==> config.mk <==
export PLATFORM = sky130hd
export DESIGN_NAME = atm_cell_tx_slave_port
export DESIGN_NICKNAME = d
export VERILOG_FILES = /design/src/hdl/atm_cell_tx_slave_port.v /design/src/hdl/tx_cell_store.v
export VERILOG_INCLUDE_DIRS = /design/src /design/src/shared
export SDC_FILE = /design/constraint.sdc
export NUM_CORES = 1
export LEC_CHECK = 0
export ABC_AREA = 1
export BUFFER_PORTS_ARGS = -buffer_cell sky130_fd_sc_hd__buf_2
export CORE_MARGIN = 10
export CORE_UTILIZATION = 30
export DETAILED_ROUTE_END_ITERATION = 16
export GPL_TIMING_DRIVEN = 0
export HOLD_SLACK_MARGIN = 0.12
export PLACE_DENSITY = 0.48
export RECOVER_POWER = 25
export SLEW_MARGIN = 15
export SYNTH_ARGS = -nofsm -noshare
export SYNTH_HDL_FRONTEND = slang
export SYNTH_SLANG_ARGS = --single-unit
==> constraint.sdc <==
create_clock -name core_clk -period 3.9 [get_ports core_clk]
set_input_delay 0 -clock core_clk [delete_from_list [all_inputs] [get_ports core_clk]]
set_output_delay 0 -clock core_clk [all_outputs]
set_load 0.005 [all_outputs]
==> src/shared/atm_tx_defs.vh <==
// Constants for the ATM cell transmit slave port.
// Assumes inclusion by bare name from the design files.
`ifndef ATM_TX_DEFS_VH
`define ATM_TX_DEFS_VH
`define TX_BYTE_W      8
`define TX_ADDR_W      5
`define TX_CELL_LEN    6'd53
`define TX_IDX_W       6
`define TX_IDX_ZERO    6'h00
`define TX_IDX_ONE     6'h01
`define TX_BYTE_ZERO   8'h00
`define TX_ADDR_ZERO   5'h00
`define TX_OWN_ADDR    5'h01
`define STRAP_WAIT     2'h3
`define STRAP_CNT_ZERO 2'h0
`define STRAP_CNT_ONE  2'h1
`define SYNC2_W        2
`define SYNC3_W        3
`define SYNC2_ZERO     2'h0
`define SYNC3_ZERO     3'h0
`define SYNC_IN        0
`define SYNC_OUT       1
`define SYNC_HIST      2
`endif
==> src/hdl/atm_cell_tx_slave_port.v <==
// Transmit side of an ATM cell slave port toward a master controller.
// Assumes link pins arrive asynchronously and the link clock is far slower than core_clk.
//
// Function
// - Enable seen, first byte and start follow
// - Start strobe marks first byte on edge
// - Bytes sent one per rising link clock edge
// - Respond only when select address matches
// - Strap one selects port, zero serial
// - Disabled port ties off its pins
// - Cell ready high only for complete cell
`timescale 1ns/1ns
`default_nettype none
`include "atm_tx_defs.vh"
module atm_cell_tx_slave_port (
	input  wire                   core_clk,
	input  wire                   rst,
	input  wire                   tx_link_clock,
	input  wire                   tx_fetch_request,
	input  wire [`TX_ADDR_W-1:0]  tx_slave_select_addr,
	input  wire                   port_select_strap,
	output reg  [`TX_BYTE_W-1:0]  tx_byte_bus,
	output reg                    tx_byte_bus_oe,
	output reg                    tx_cell_start,
	output reg                    tx_cell_start_oe,
	output reg                    tx_cell_ready,
	output reg                    tx_cell_ready_oe,
	output reg                    atm_port_select,
	input  wire [`TX_BYTE_W-1:0]  cell_byte,
	input  wire                   cell_byte_valid,
	output wire                   cell_byte_ready
);
	localparam [1:0] ST_STRAP = 2'b00;
	localparam [1:0] ST_OFF   = 2'b01;
	localparam [1:0] ST_ON    = 2'b10;

	reg [`SYNC3_W-1:0]     clk_sync_ff;
	reg [`SYNC2_W-1:0]     fetch_sync_ff;
	reg                    fetch_hist_ff;
	reg [`SYNC2_W-1:0]     strap_sync_ff;
	reg [`TX_ADDR_W-1:0]   addr_meta_ff;
	reg [`TX_ADDR_W-1:0]   addr_sync_ff;
	reg [`TX_ADDR_W-1:0]   addr_hist_ff;

	reg [1:0]              state_ff;
	reg [1:0]              strap_cnt_ff;

	reg [1:0]              nxt_state;
	reg [1:0]              nxt_strap_cnt;
	reg                    nxt_port_select;
	reg [`TX_BYTE_W-1:0]   nxt_byte_bus;
	reg                    nxt_drive_oe;
	reg                    nxt_cell_start;
	reg                    nxt_cell_ready;

	wire                   link_rise;
	wire                   selected;
	wire                   fetch_seen;
	wire                   send_byte;
	wire [`TX_BYTE_W-1:0]  rd_byte;
	wire                   rd_first;
	wire                   cell_full;
	wire                   cell_avail;

	// Own-address decode for the select path.
	function is_own_addr;
		input [`TX_ADDR_W-1:0] sel_addr;
		begin
			is_own_addr = (sel_addr == `TX_OWN_ADDR);
		end
	endfunction

	function rose_between;
		input now_level;
		input old_level;
		begin
			rose_between = now_level & ~old_level;
		end
	endfunction

	tx_cell_store u_store (
		.core_clk   (core_clk),
		.rst        (rst),
		.wr_byte    (cell_byte),
		.wr_valid   (cell_byte_valid),
		.wr_ready   (cell_byte_ready),
		.rd_advance (send_byte),
		.rd_byte    (rd_byte),
		.rd_first   (rd_first),
		.cell_full  (cell_full),
		.cell_avail (cell_avail)
	);

	// Two flops on every pin input. The third stage holds the level from before the link edge,
	// so a fetch or address that the master changes just after its own edge counts one cycle later.
	always @(posedge core_clk) begin
		if (rst) begin
			clk_sync_ff   <= `SYNC3_ZERO;
			fetch_sync_ff <= `SYNC2_ZERO;
			fetch_hist_ff <= 1'b0;
			strap_sync_ff <= `SYNC2_ZERO;
			addr_meta_ff  <= `TX_ADDR_ZERO;
			addr_sync_ff  <= `TX_ADDR_ZERO;
			addr_hist_ff  <= `TX_ADDR_ZERO;
		end else begin
			clk_sync_ff   <= {clk_sync_ff[`SYNC_OUT:`SYNC_IN], tx_link_clock};
			fetch_sync_ff <= {fetch_sync_ff[`SYNC_IN], tx_fetch_request};
			fetch_hist_ff <= fetch_sync_ff[`SYNC_OUT];
			strap_sync_ff <= {strap_sync_ff[`SYNC_IN], port_select_strap};
			addr_meta_ff  <= tx_slave_select_addr;
			addr_sync_ff  <= addr_meta_ff;
			addr_hist_ff  <= addr_sync_ff;
		end
	end

	// All link timing is taken from the master's clock edges.
	assign link_rise  = rose_between(clk_sync_ff[`SYNC_OUT], clk_sync_ff[`SYNC_HIST]);
	assign fetch_seen = fetch_hist_ff;
	assign selected   = atm_port_select && is_own_addr(addr_hist_ff);
	assign send_byte  = link_rise && selected && fetch_seen && cell_full;

	// The strap is latched once after reset release so later pin noise cannot flip the mode.
	always @* begin
		nxt_state       = state_ff;
		nxt_strap_cnt   = strap_cnt_ff;
		nxt_port_select = atm_port_select;
		case (state_ff)
			ST_STRAP: begin
				if (strap_cnt_ff == `STRAP_WAIT) begin
					if (strap_sync_ff[`SYNC_OUT]) begin
						nxt_state       = ST_ON;
						nxt_port_select = 1'b1;
					end else begin
						nxt_state       = ST_OFF;
						nxt_port_select = 1'b0;
					end
				end else begin
					nxt_strap_cnt = strap_cnt_ff + `STRAP_CNT_ONE;
				end
			end
			ST_OFF: begin
				nxt_port_select = 1'b0;
			end
			ST_ON: begin
				nxt_port_select = 1'b1;
			end
			default: begin
				nxt_state       = ST_STRAP;
				nxt_strap_cnt   = `STRAP_CNT_ZERO;
				nxt_port_select = 1'b0;
			end
		endcase
	end

	always @(posedge core_clk) begin
		if (rst) begin
			state_ff        <= ST_STRAP;
			strap_cnt_ff    <= `STRAP_CNT_ZERO;
			atm_port_select <= 1'b0;
		end else begin
			state_ff        <= nxt_state;
			strap_cnt_ff    <= nxt_strap_cnt;
			atm_port_select <= nxt_port_select;
		end
	end

	// Tie-off keeps every output low with its enable off while the serial port owns the pins.
	always @* begin
		nxt_byte_bus   = tx_byte_bus;
		nxt_cell_start = tx_cell_start;
		if (!atm_port_select) begin
			nxt_byte_bus   = `TX_BYTE_ZERO;
			nxt_cell_start = 1'b0;
		end else if (link_rise) begin
			if (send_byte) begin
				nxt_byte_bus   = rd_byte;
				nxt_cell_start = rd_first;
			end else begin
				nxt_cell_start = 1'b0;
			end
		end
	end

	always @* begin
		nxt_drive_oe   = tx_byte_bus_oe;
		nxt_cell_ready = tx_cell_ready;
		if (!atm_port_select) begin
			nxt_drive_oe   = 1'b0;
			nxt_cell_ready = 1'b0;
		end else if (link_rise) begin
			nxt_drive_oe   = selected;
			// Ready drops with the first byte, since the cell is then no longer waiting.
			nxt_cell_ready = selected & cell_avail & ~send_byte;
		end
	end

	always @(posedge core_clk) begin
		if (rst) begin
			tx_byte_bus   <= `TX_BYTE_ZERO;
			tx_cell_start <= 1'b0;
		end else begin
			tx_byte_bus   <= nxt_byte_bus;
			tx_cell_start <= nxt_cell_start;
		end
	end

	always @(posedge core_clk) begin
		if (rst) begin
			tx_byte_bus_oe   <= 1'b0;
			tx_cell_start_oe <= 1'b0;
			tx_cell_ready    <= 1'b0;
			tx_cell_ready_oe <= 1'b0;
		end else begin
			tx_byte_bus_oe   <= nxt_drive_oe;
			tx_cell_start_oe <= nxt_drive_oe;
			tx_cell_ready    <= nxt_cell_ready;
			tx_cell_ready_oe <= nxt_drive_oe;
		end
	end
endmodule // atm_cell_tx_slave_port
`default_nettype wire

==> src/hdl/tx_cell_store.v <==
// One-cell byte store between the user side and the transmit port.
// Assumes writer and reader share core_clk; the cell is sent only once complete.
`timescale 1ns/1ns
`default_nettype none
`include "atm_tx_defs.vh"
module tx_cell_store (
	input  wire                   core_clk,
	input  wire                   rst,
	input  wire [`TX_BYTE_W-1:0]  wr_byte,
	input  wire                   wr_valid,
	output wire                   wr_ready,
	input  wire                   rd_advance,
	output wire [`TX_BYTE_W-1:0]  rd_byte,
	output wire                   rd_first,
	output wire                   cell_full,
	output wire                   cell_avail
);
	reg [`TX_BYTE_W-1:0] mem [0:`TX_CELL_LEN-1];
	reg [`TX_IDX_W-1:0]  wr_idx_ff;
	reg [`TX_IDX_W-1:0]  rd_idx_ff;
	reg                  full_ff;
	reg                  ready_ff;
	reg                  nxt_full;
	wire                 wr_fire;
	wire                 rd_last;

	function idx_is_last;
		input [`TX_IDX_W-1:0] idx;
		begin
			idx_is_last = (idx == `TX_CELL_LEN - `TX_IDX_ONE);
		end
	endfunction

	// Writes stall while a cell waits or drains, so a partly sent cell is never overwritten.
	// Ready has a flop of its own so that the port's user-side output comes from a register.
	assign wr_ready   = ready_ff;
	assign wr_fire    = wr_valid & ~full_ff;
	assign rd_byte    = mem[rd_idx_ff];
	assign rd_first   = (rd_idx_ff == `TX_IDX_ZERO);
	assign cell_full  = full_ff;
	assign cell_avail = full_ff & rd_first;
	assign rd_last    = idx_is_last(rd_idx_ff);

	always @(posedge core_clk) begin
		if (wr_fire) begin
			mem[wr_idx_ff] <= wr_byte;
		end
	end

	always @* begin
		nxt_full = full_ff;
		if (wr_fire && idx_is_last(wr_idx_ff)) begin
			nxt_full = 1'b1;
		end
		if (rd_advance && full_ff && rd_last) begin
			nxt_full = 1'b0;
		end
	end

	always @(posedge core_clk) begin
		if (rst) begin
			wr_idx_ff <= `TX_IDX_ZERO;
			rd_idx_ff <= `TX_IDX_ZERO;
			full_ff   <= 1'b0;
			ready_ff  <= 1'b1;
		end else begin
			full_ff  <= nxt_full;
			ready_ff <= ~nxt_full;
			if (wr_fire) begin
				if (idx_is_last(wr_idx_ff)) begin
					wr_idx_ff <= `TX_IDX_ZERO;
				end else begin
					wr_idx_ff <= wr_idx_ff + `TX_IDX_ONE;
				end
			end
			if (rd_advance && full_ff) begin
				if (rd_last) begin
					rd_idx_ff <= `TX_IDX_ZERO;
				end else begin
					rd_idx_ff <= rd_idx_ff + `TX_IDX_ONE;
				end
			end
		end
	end
endmodule // tx_cell_store
`default_nettype wire

Word level (Yosys, flattened, before mapping) --
Memories as Yosys holds them, arrays and structs flattened. A register that Yosys moved wholly into a read port is not among the register bits. Index checks and enable logic that the tools add are counted.
Storage, ports and cells: memories 1, logic and storage cells 69, flip-flop bits (word level) 45, memory bits (writable) 424, bits of input ports 19, output and inout port bits 15
Operators by class: eq/ne operators 8, bitwise gates (word level) 11, mux-type cells 15, add/sub/neg operators 3, reduce and logical (&&, ||, !) cells 14
Memories:
- u_store.mem | words 53, bits a word 8, rd ports 1, clocked after Yosys merged registers in 1, write ports 1, RTL line tx_cell_store.v:18 | reg [`TX_BYTE_W-1:0] mem [0:`TX_CELL_LEN-1];
Operators by type and width (number):
- 6-bit by 1-bit adder with 6-bit output, second input constant | 2
- 6-bit == test, second input constant | 2
- 6-bit 2-to-1 mux | 2
- 2-bit case mux with 2 select lines | 2
- 1-bit logical AND | 7
- 1-bit 2-to-1 mux | 7
- 6-bit logical NOT | 1
- 2-bit 2-to-1 mux | 3
- 1-bit inverter | 6
- 2-bit AND reduction | 3
- 1-bit bitwise AND | 5
- 5-bit by 1-bit == test with 1-bit output, second input constant | 1
- 2-bit == test, second input constant | 2
- 2-bit != test, second input constant | 2
- 2-bit OR reduction | 2
- 2-bit by 1-bit adder with 2-bit output, second input constant | 1
- 2-bit by 1-bit == test with 1-bit output, second input constant | 1
- 2-bit logical NOT | 1
- 1-bit case mux with 2 select lines | 1

Longest topological paths before layout --
Gate-level depths: netlist of run 1.
depth after elaboration 9, mapped depth 13, depth with buffers taken out 11

Modules after synthesis --
Synthesis of run 1 repeated with hierarchy kept, for this count alone.
Unflattened totals: cells, all modules 1839, area, all modules 19876.6 um^2
By module, submodules not included:
- tx_cell_store | sequential area each 13132.6 um^2, cells an instance 1647, times used 1, area an instance 18407.7 um^2
- atm_cell_tx_slave_port | sequential area each 780.7 um^2, cells an instance 192, times used 1, area an instance 1468.9 um^2

Worst setup path before layout of run 1 --
No wires, ideal clock.
kind register to register, start point register u_store.wr_idx_ff[3], end point memory u_store.mem[15][0] (netlist bit), enable pin, path buffers 1, period minus slack after synthesis 1.995 ns, data required time 3.505 ns, slack 1.905 ns, library setup time 0.395 ns, data arrival time 1.600 ns, stages on the path, launching flop included 4, cells stage by stage dfxtp_1 clkbuf_1 nand2_1 nor4_1
RTL lines:
- start: declaration | RTL line tx_cell_store.v:19 | reg [`TX_IDX_W-1:0] wr_idx_ff;
- start signal: assignment | RTL line tx_cell_store.v:62 | wr_idx_ff <= `TX_IDX_ZERO;
- start signal: assignment | RTL line tx_cell_store.v:71 | wr_idx_ff <= `TX_IDX_ZERO;
- start signal: assignment | RTL line tx_cell_store.v:73 | wr_idx_ff <= wr_idx_ff + `TX_IDX_ONE;
- end: declaration | RTL line tx_cell_store.v:18
No word-level cell before the write port.

Worst setup path in the final report of run 1 --
start point input cell_byte[2], end point memory u_store.mem[25][2] (netlist bit) (data pin)
RTL lines:
- start: declaration | RTL line atm_cell_tx_slave_port.v:29 | input wire [`TX_BYTE_W-1:0] cell_byte,
No word-level cell before the write port.

==> results of run 1 <==
cells by family (layout without fill, tap and decap cells):
family                     count (synthesis)  after routing  synth area share, %
xor gates and xnor gates                   1              1              0.04320
buffers and inverters                    379            525                7.897
AOI/OAI and AO/OA                        152            152                3.912
and+or+nand+nor                         1007           1007                19.70
DFF                                      477            477                68.02
adders and majority gates                  7              7               0.4319
metal layers:
metal,share of wire (%),vias to the layer above
li1,-,6722
met1,48,6633
met2,46,283
met3,4.1,74
met4,2.3,0
met5,0,-
sequential cells by signal, summed over array words and instances, names as in the netlist, 2 cells and up:
register,cells
addr_sync_ff,5
u_store.wr_idx_ff,6
tx_byte_bus,8
strap_sync_ff,2
u_store.rd_idx_ff,6
clk_sync_ff,3
u_store.mem,424
fetch_sync_ff,2
addr_hist_ff,5
state_ff,2
addr_meta_ff,5
strap_cnt_ff,2
where the power goes:
group | leakage, nW | switching (mW) | internal [mW]
clock | 0.797 | 2.02 | 2.73
sequential | 4.25 | 0.0182 | 5.61
combinational | 4.47 | 0.205 | 0.0632
layout by cell type (no fill, tap or decap), types with 8 or more instances in the layout:
| cell | instances |
|---|---|
| nand2_1 | 598 |
| edfxtp_1 | 424 |
| inv_1 | 286 |
| nor2_1 | 266 |
| nand3_1 | 123 |
| o21ai_0 | 79 |
| buf_2 | 63 |
| dfxtp_1 | 53 |
| clkbuf_16 | 52 |
| o21ai_1 | 34 |
| clkbuf_1 | 34 |
| a21oi_1 | 24 |
| buf_4 | 24 |
| dlygate4sd3_1 | 20 |
| clkinv_2 | 13 |
| o211ai_1 | 10 |
| clkinv_1 | 9 |
| nor3_1 | 8 |
through the flow:
stage	instances	power [mW]	setup slack, ns
2_1_floorplan	2023	5.824	1.905
3_3_place_gp	2929	5.976	1.327
3_5_place_dp	2930	5.984	1.295
4_1_cts	3040	10.74	1.274
5_1_grt	3042	10.99	0.7581
6_report	3042	10.64	0.9636
final cells by class:
| type | count | area share [%] |
|---|---|---|
| Buffer | 90 | 2.211 |
| Clock buffer | 61 | 5.798 |
| Clock inverter | 31 | 1.140 |
| Inverter | 289 | 4.642 |
| Multi-Input combinational cell | 1167 | 20.93 |
| Sequential cell | 477 | 59.02 |
| Tap cell | 873 | 4.674 |
| Timing Repair Buffer | 54 | 1.585 |
worst max path at each step:
stage | from | endpoint | slack [ns] | cells after the start
2_1_floorplan | u_store.wr_idx_ff[3]$_SDFFE_PP0P_ | u_store.mem[15][0]$_DFFE_PP_ | 1.91 | 3
3_3_place_gp | u_store.cell_full$_SDFF_PP0_ | u_store.mem[19][7]$_DFFE_PP_ | 1.33 | 5
3_5_place_dp | u_store.cell_full$_SDFF_PP0_ | u_store.mem[19][7]$_DFFE_PP_ | 1.29 | 5
4_1_cts | u_store.cell_full$_SDFF_PP0_ | u_store.mem[19][6]$_DFFE_PP_ | 1.27 | 5
5_1_grt | cell_byte[2] | u_store.mem[24][2]$_DFFE_PP_ | 0.76 | 2
6_report | cell_byte[2] | u_store.mem[25][2]$_DFFE_PP_ | 0.96 | 2
==> impl_metrics.env, run 1 <==
export IMPL_clk_insertion_delay_late_ns=0.60
export IMPL_path_class="input pin to flop"
export IMPL_power_density_mw_per_mm2=455.5
export IMPL_fin_skew_ns=0.01728
export IMPL_reg2reg_depth=5
export IMPL_synth_flop_cell="edfxtp_1"
export IMPL_grt_use_met3_pct=1.987
export IMPL_grt_pass1_vias=13504
export IMPL_synthTopCellsByCount="nand2_1 (598), edfxtp_1 (424), inv_1 (286)"
export IMPL_yosysTopAreaCellShare_pct=62.78
export IMPL_synth_nets=2049
export IMPL_p_leak_nw=9.513
export IMPL_cp_end_kind="flop"
export IMPL_synthCells=2023
export IMPL_grt_antenna_before_repair=2
export IMPL_die_w_um=280.0
export IMPL_syn_area_per_cell_um2=10.02
export IMPL_yosys_area_top_type="edfxtp_1"
export IMPL_grt_max_degree=54
export IMPL_clock_root_buffer="clkbuf_16"
export IMPL_drt_pass1_iterations=5
export IMPL_coreArea_mm2=0.06704
export IMPL_peakVddDrop_mv=0.3321
export IMPL_use_met1_pct=19.44
export IMPL_crit_buf_inv=2
export IMPL_io_buffers=33
export IMPL_rows=95
export IMPL_cts_buffers=51
export IMPL_post_cts_setup_buffers=0
export IMPL_worst_hold_slack_ns=0.1417
export IMPL_place_area_mm2=0.02157
export IMPL_initial_core_util_pct=30.25
export IMPL_boundaryPins=34
export IMPL_finalCritPeriodShare_pct=75.29
export IMPL_holdCritPathClass="input pin to flop"
export IMPL_yosysSeqAreaShare_pct=68.02
export IMPL_final_cell_area_mm2=0.02337
export IMPL_layout_drive_gt1_share_pct=8.345
export IMPL_syn_to_final_growth_pct=15.24
export IMPL_drtIter0Drc=1049
export IMPL_vias=13712
export IMPL_critPathTopFamily="buffers and inverters"
export IMPL_ys_seq_elements=477
export IMPL_dieArea_mm2=0.07840
export IMPL_ant_nets=0
export IMPL_yosysMostFrequentCell="nand2_1"
export IMPL_synth_edff_count=424
export IMPL_fillers=6830
export IMPL_ys_warn_count=0
export IMPL_tritoncts="yes"
export IMPL_cts_clk_slew_worst_paths_ns=0.06
export IMPL_slowest_delay_ns=2.26
export IMPL_rr_endpoint="u_store.mem[18][0]$_DFFE_PP_"
export IMPL_via_per_inst=4.508
export IMPL_holdPathEnd="addr_meta_ff[1]$_SDFF_PP0_"
export IMPL_rsz0062_at_grt="no"
export IMPL_cts_htree_levels=2
export IMPL_multi_input_area_mm2=0.004891
export IMPL_grt_busiest_layer="met2"
export IMPL_wl_per_cell_um=18.47
export IMPL_clock_fmax_mhz=340.6
export IMPL_worstPathArrival_ns=2.86
export IMPL_crit_fanout=53
export IMPL_fin_util_pct=34.86
export IMPL_place_hpwl_um=36860
export IMPL_cts_buffer_depth=3
export IMPL_critical_path_startpoint_type="input pin"
export IMPL_cpMaxStageDelayCell="clkbuf_1"
export IMPL_holdPathStages=4
export IMPL_cap_violations=6
export IMPL_hold_viol=0
export IMPL_place_gp_congestion=0.8990
export IMPL_setup_viol=0
export IMPL_finalMaxSlewViolations=324
export IMPL_antennaDiodeCount=0
export IMPL_cp_cell_sequence="dlygate4sd3_1 > clkbuf_1"
export IMPL_nNetsFinal=2156
export IMPL_grt_pass1_wl_um=84020
export IMPL_grtUsageTotal_pct=14.14
export IMPL_grt_use_met2_pct=22.83
export IMPL_r2r_slack_ns=1.21
export IMPL_crit_required_ns=3.82
export IMPL_die_h_um=280.0
export IMPL_cts_sinks=477
export IMPL_max_slew_margin_pct=-116.0
export IMPL_drt_wl_total_um=56180
export IMPL_worst_pin_slew_ns=3.240
export IMPL_ff_latch_area_mm2=0.01379
export IMPL_regToRegStartpoint="u_store.cell_full$_SDFF_PP0_"
export IMPL_netlist_area_mm2=0.02028
export IMPL_fin_crit_ns=2.936
export IMPL_run_status="finished, violations left"
export IMPL_holdBufCountCts=18
export IMPL_min_from="tx_slave_select_addr[1]"
export IMPL_drc=0
export IMPL_yosysUniqueCellTypes=30
export IMPL_ctsResizeCount=0
export IMPL_setup_tns_ns=0
export IMPL_synthArstFlopShare_pct=0
export IMPL_synth_area_leaders="edfxtp_1 (63%), nand2_1 (11%), inv_1 (5.3%), dfxtp_1 (5.2%), nor2_1 (4.9%)"
export IMPL_gr_total_overflow=0
export IMPL_violations="capacitance limit, slew limit"
(Power assumes the default switching activity.)
==> inputs of run 2 (changes only) <==
--- a/config.mk
+++ b/config.mk
@@ -13,7 +13,7 @@
 export DETAILED_ROUTE_END_ITERATION = 16
 export GPL_TIMING_DRIVEN = 0
 export HOLD_SLACK_MARGIN = 0.12
-export PLACE_DENSITY = 0.48
+export PLACE_DENSITY = 0.5
 export RECOVER_POWER = 25
 export SLEW_MARGIN = 15
 export SYNTH_ARGS = -nofsm -noshare
==> constraint.sdc (replaced) <==
create_clock -name core_clk -period 2.4 [get_ports core_clk]
set_input_delay 0 -clock core_clk [delete_from_list [all_inputs] [get_ports core_clk]]
set_output_delay 0 -clock core_clk [all_outputs]
set_load 0.005 [all_outputs]
==> run 2 against run 1 <==
  * The run ends with capacitance limit, setup timing left
  * Die area did not move
  * Sequential power rose by 62%
  * Utilization rose by 0.34 points
  * Worst setup slack got worse by 1.0 ns
  * First-iteration DRC count fell by 16%
  * Hold slack improved by 0.017 ns
  * Clock power rose by 61%
  * Register-to-register slack got worse by 1.3 ns
  * Clock-buffer cell count rose by 13
  * Critical path depth rose by 3
  * Combinational power rose by 68%
  * Critical endpoint is now u_store.mem[10][3]$_DFFE_PP_
  * Largest power group unchanged
==> impl_metrics.env, run 2 (synthesis results as in run 1) <==
export IMPL_run_status="finished, violations left"
export IMPL_violations="capacitance limit, setup timing"
export IMPL_grt_antenna_before_repair=1
export IMPL_drt_wl_total_um=54610
export IMPL_syn_to_final_growth_pct=16.37
export IMPL_crit_buf_inv=1
export IMPL_finalMaxSlewViolations=0
export IMPL_cp_common_cell="nor2_1"
export IMPL_gr_total_overflow=0
export IMPL_worstPathArrival_ns=2.72
export IMPL_finalCritPeriodShare_pct=102.7
export IMPL_crit_required_ns=2.65
export IMPL_via_per_inst=4.502
export IMPL_grtUsageTotal_pct=13.95
export IMPL_setup_viol=47
export IMPL_layout_commonest_cell="nand2_1"
export IMPL_fin_util_pct=35.20
export IMPL_die_w_um=280.0
export IMPL_p_leak_nw=9.539
export IMPL_boundaryPins=34
export IMPL_cts_buffer_depth=3
export IMPL_slowest_delay_ns=0.62
export IMPL_drc=0
export IMPL_power_density_mw_per_mm2=730.8
export IMPL_dieArea_mm2=0.07840
export IMPL_layout_drive_gt1_share_pct=10.98
export IMPL_cts_clk_slew_worst_paths_ns=0.06
export IMPL_largest_register_ffs=424
export IMPL_cpMaxStageDelayCell="nor2_2"
export IMPL_place_inst=2930
export IMPL_fin_skew_ns=0.02758
export IMPL_coreArea_mm2=0.06704
export IMPL_cts_sinks=477
export IMPL_peakVddDrop_mv=0.5334
export IMPL_max_slew_margin_pct=0.8677
export IMPL_wl_per_cell_um=17.90
export IMPL_ant_nets=0
export IMPL_drtIter0Drc=880
export IMPL_clk_insertion_delay_late_ns=0.62
export IMPL_holdCritPathClass="input pin to flop"
export IMPL_fin_crit_ns=2.464
export IMPL_path_class="flop to flop"
export IMPL_io_buffers=33
export IMPL_cp_cell_sequence="nor2_1 > inv_1 > nor2_1 > nand2_1 > nor2_2"
export IMPL_layout_cells_non_filler=3051
export IMPL_final_cell_mix="nand2_1 (596), edfxtp_1 (424), inv_1 (286)"
export IMPL_place_gp_congestion=0.9150
export IMPL_cts_htree_levels=2
export IMPL_cp_end_kind="flop"
export IMPL_grt_pass1_vias=13598
export IMPL_cts_buffers=52
export IMPL_grt_pass1_wl_um=83040
export IMPL_regMostFlops="u_store.mem"
export IMPL_nNetsFinal=2161
export IMPL_hold_viol=0
export IMPL_clock_fmax_mhz=405.9
export IMPL_clock_root_buffer="clkbuf_16"
export IMPL_initial_core_util_pct=30.25
export IMPL_grt_max_degree=54
export IMPL_setup_ws_ns=-0.06396
export IMPL_rsz0062_at_grt="yes"
export IMPL_cap_violations=1
export IMPL_critical_path_startpoint_type="flop"
export IMPL_die_h_um=280.0
export IMPL_tritoncts="yes"
export IMPL_largestRegisters="u_store.mem x424, tx_byte_bus x8"
export IMPL_vias=13737
export IMPL_critPathTopFamily="simple AND/OR/NAND/NOR gates"
export IMPL_rows=95
export IMPL_place_hpwl_um=36100
export IMPL_worst_pin_slew_ns=1.487
export IMPL_drt_pass1_iterations=5
export IMPL_crit_fanout=8
run 2: cell count changes in the layout (fill, tap and decap cells not counted), sizes merged, moves of 2 or more:
| cell | previous run | this run |
|---|---|---|
| buf | 97 | 95 |
| clkinvlp | 3 | 1 |
| bufinv | 4 | 2 |
| clkbuf | 88 | 103 |
| dlygate4sd3 | 20 | 24 |
| clkinv | 23 | 17 |
run 2: area by class of cell:
cell class | instances | area, um^2
diodes | 1 | 2.502
multi-input cells | 1167 | 5067
plain buffers | 90 | 529.3
inverters | 289 | 1085
fillers | 6777 | 43440
flip-flops and latches | 477 | 13790
clock inverters | 22 | 181.4
well taps | 873 | 1092
clock buffers | 74 | 1431
repair buffers | 58 | 416.7
run 2: routing by layer:
layer  track usage [%]  vias to the layer above  part of all wire [%]
met2             22.19                      278                    46
met1             18.96                     6630                    47
met5                 0                        -                     0
met4             5.516                        0                   3.6
li1                  -                     6740                     -
met3             1.904                       89                   4.1
run 2: power by group:
part           internal, mW  total, mW  switching (mW)
clock network          4.37       7.67            3.30
logic                 0.112      0.449           0.336
registers              9.10       9.13          0.0290
total                  13.6       17.2            3.66
run 2: stage by stage:
step	hold slack, ns	worst slack, ns	power (mW)	TNS [ns]	instance area [um^2]
after CTS	0.1212	-0.1993	17.39	-8.497	23490
after floorplan	0.09887	0.4053	9.464	0	20280
final	0.1587	-0.06396	17.25	-1.979	23600
after global routing	0.1615	-0.2057	17.81	-21.24	23600
after detailed placement	0.2106	-0.2054	9.718	-19.82	21570
after global placement	0.2078	-0.1135	9.706	-8.497	21540
run 2: repair_timing:
action,in CTS,in global routing
gates resized for setup,31,40
endpoints found under the setup margin,283,373
pin swaps,0,0
endpoints found under the hold margin,401,53
hold buffers,23,1
buffers inserted,0,0
run 2: worst paths after layout:
kind / slack [ns] / from / to / cells past startpoint
setup reg to reg: -0.06 / u_store.cell_full$_SDFF_PP0_ / u_store.mem[10][3]$_DFFE_PP_ / 5
hold reg to reg: 0.40 / fetch_sync_ff[0]$_SDFF_PP0_ / fetch_sync_ff[1]$_SDFF_PP0_ / 2
setup / recovery: -0.06 / u_store.cell_full$_SDFF_PP0_ / u_store.mem[10][3]$_DFFE_PP_ / 5
hold / removal: 0.16 / tx_slave_select_addr[0] / addr_meta_ff[0]$_SDFF_PP0_ / 4
run 2: worst reg2reg max path, delay by kind of cell, from the launching register on:
kind	cells	cell delay [ns]
flip-flops	1	0.38
buffers and inverters	1	0.15
AND/OR/NAND/NOR	4	1.57
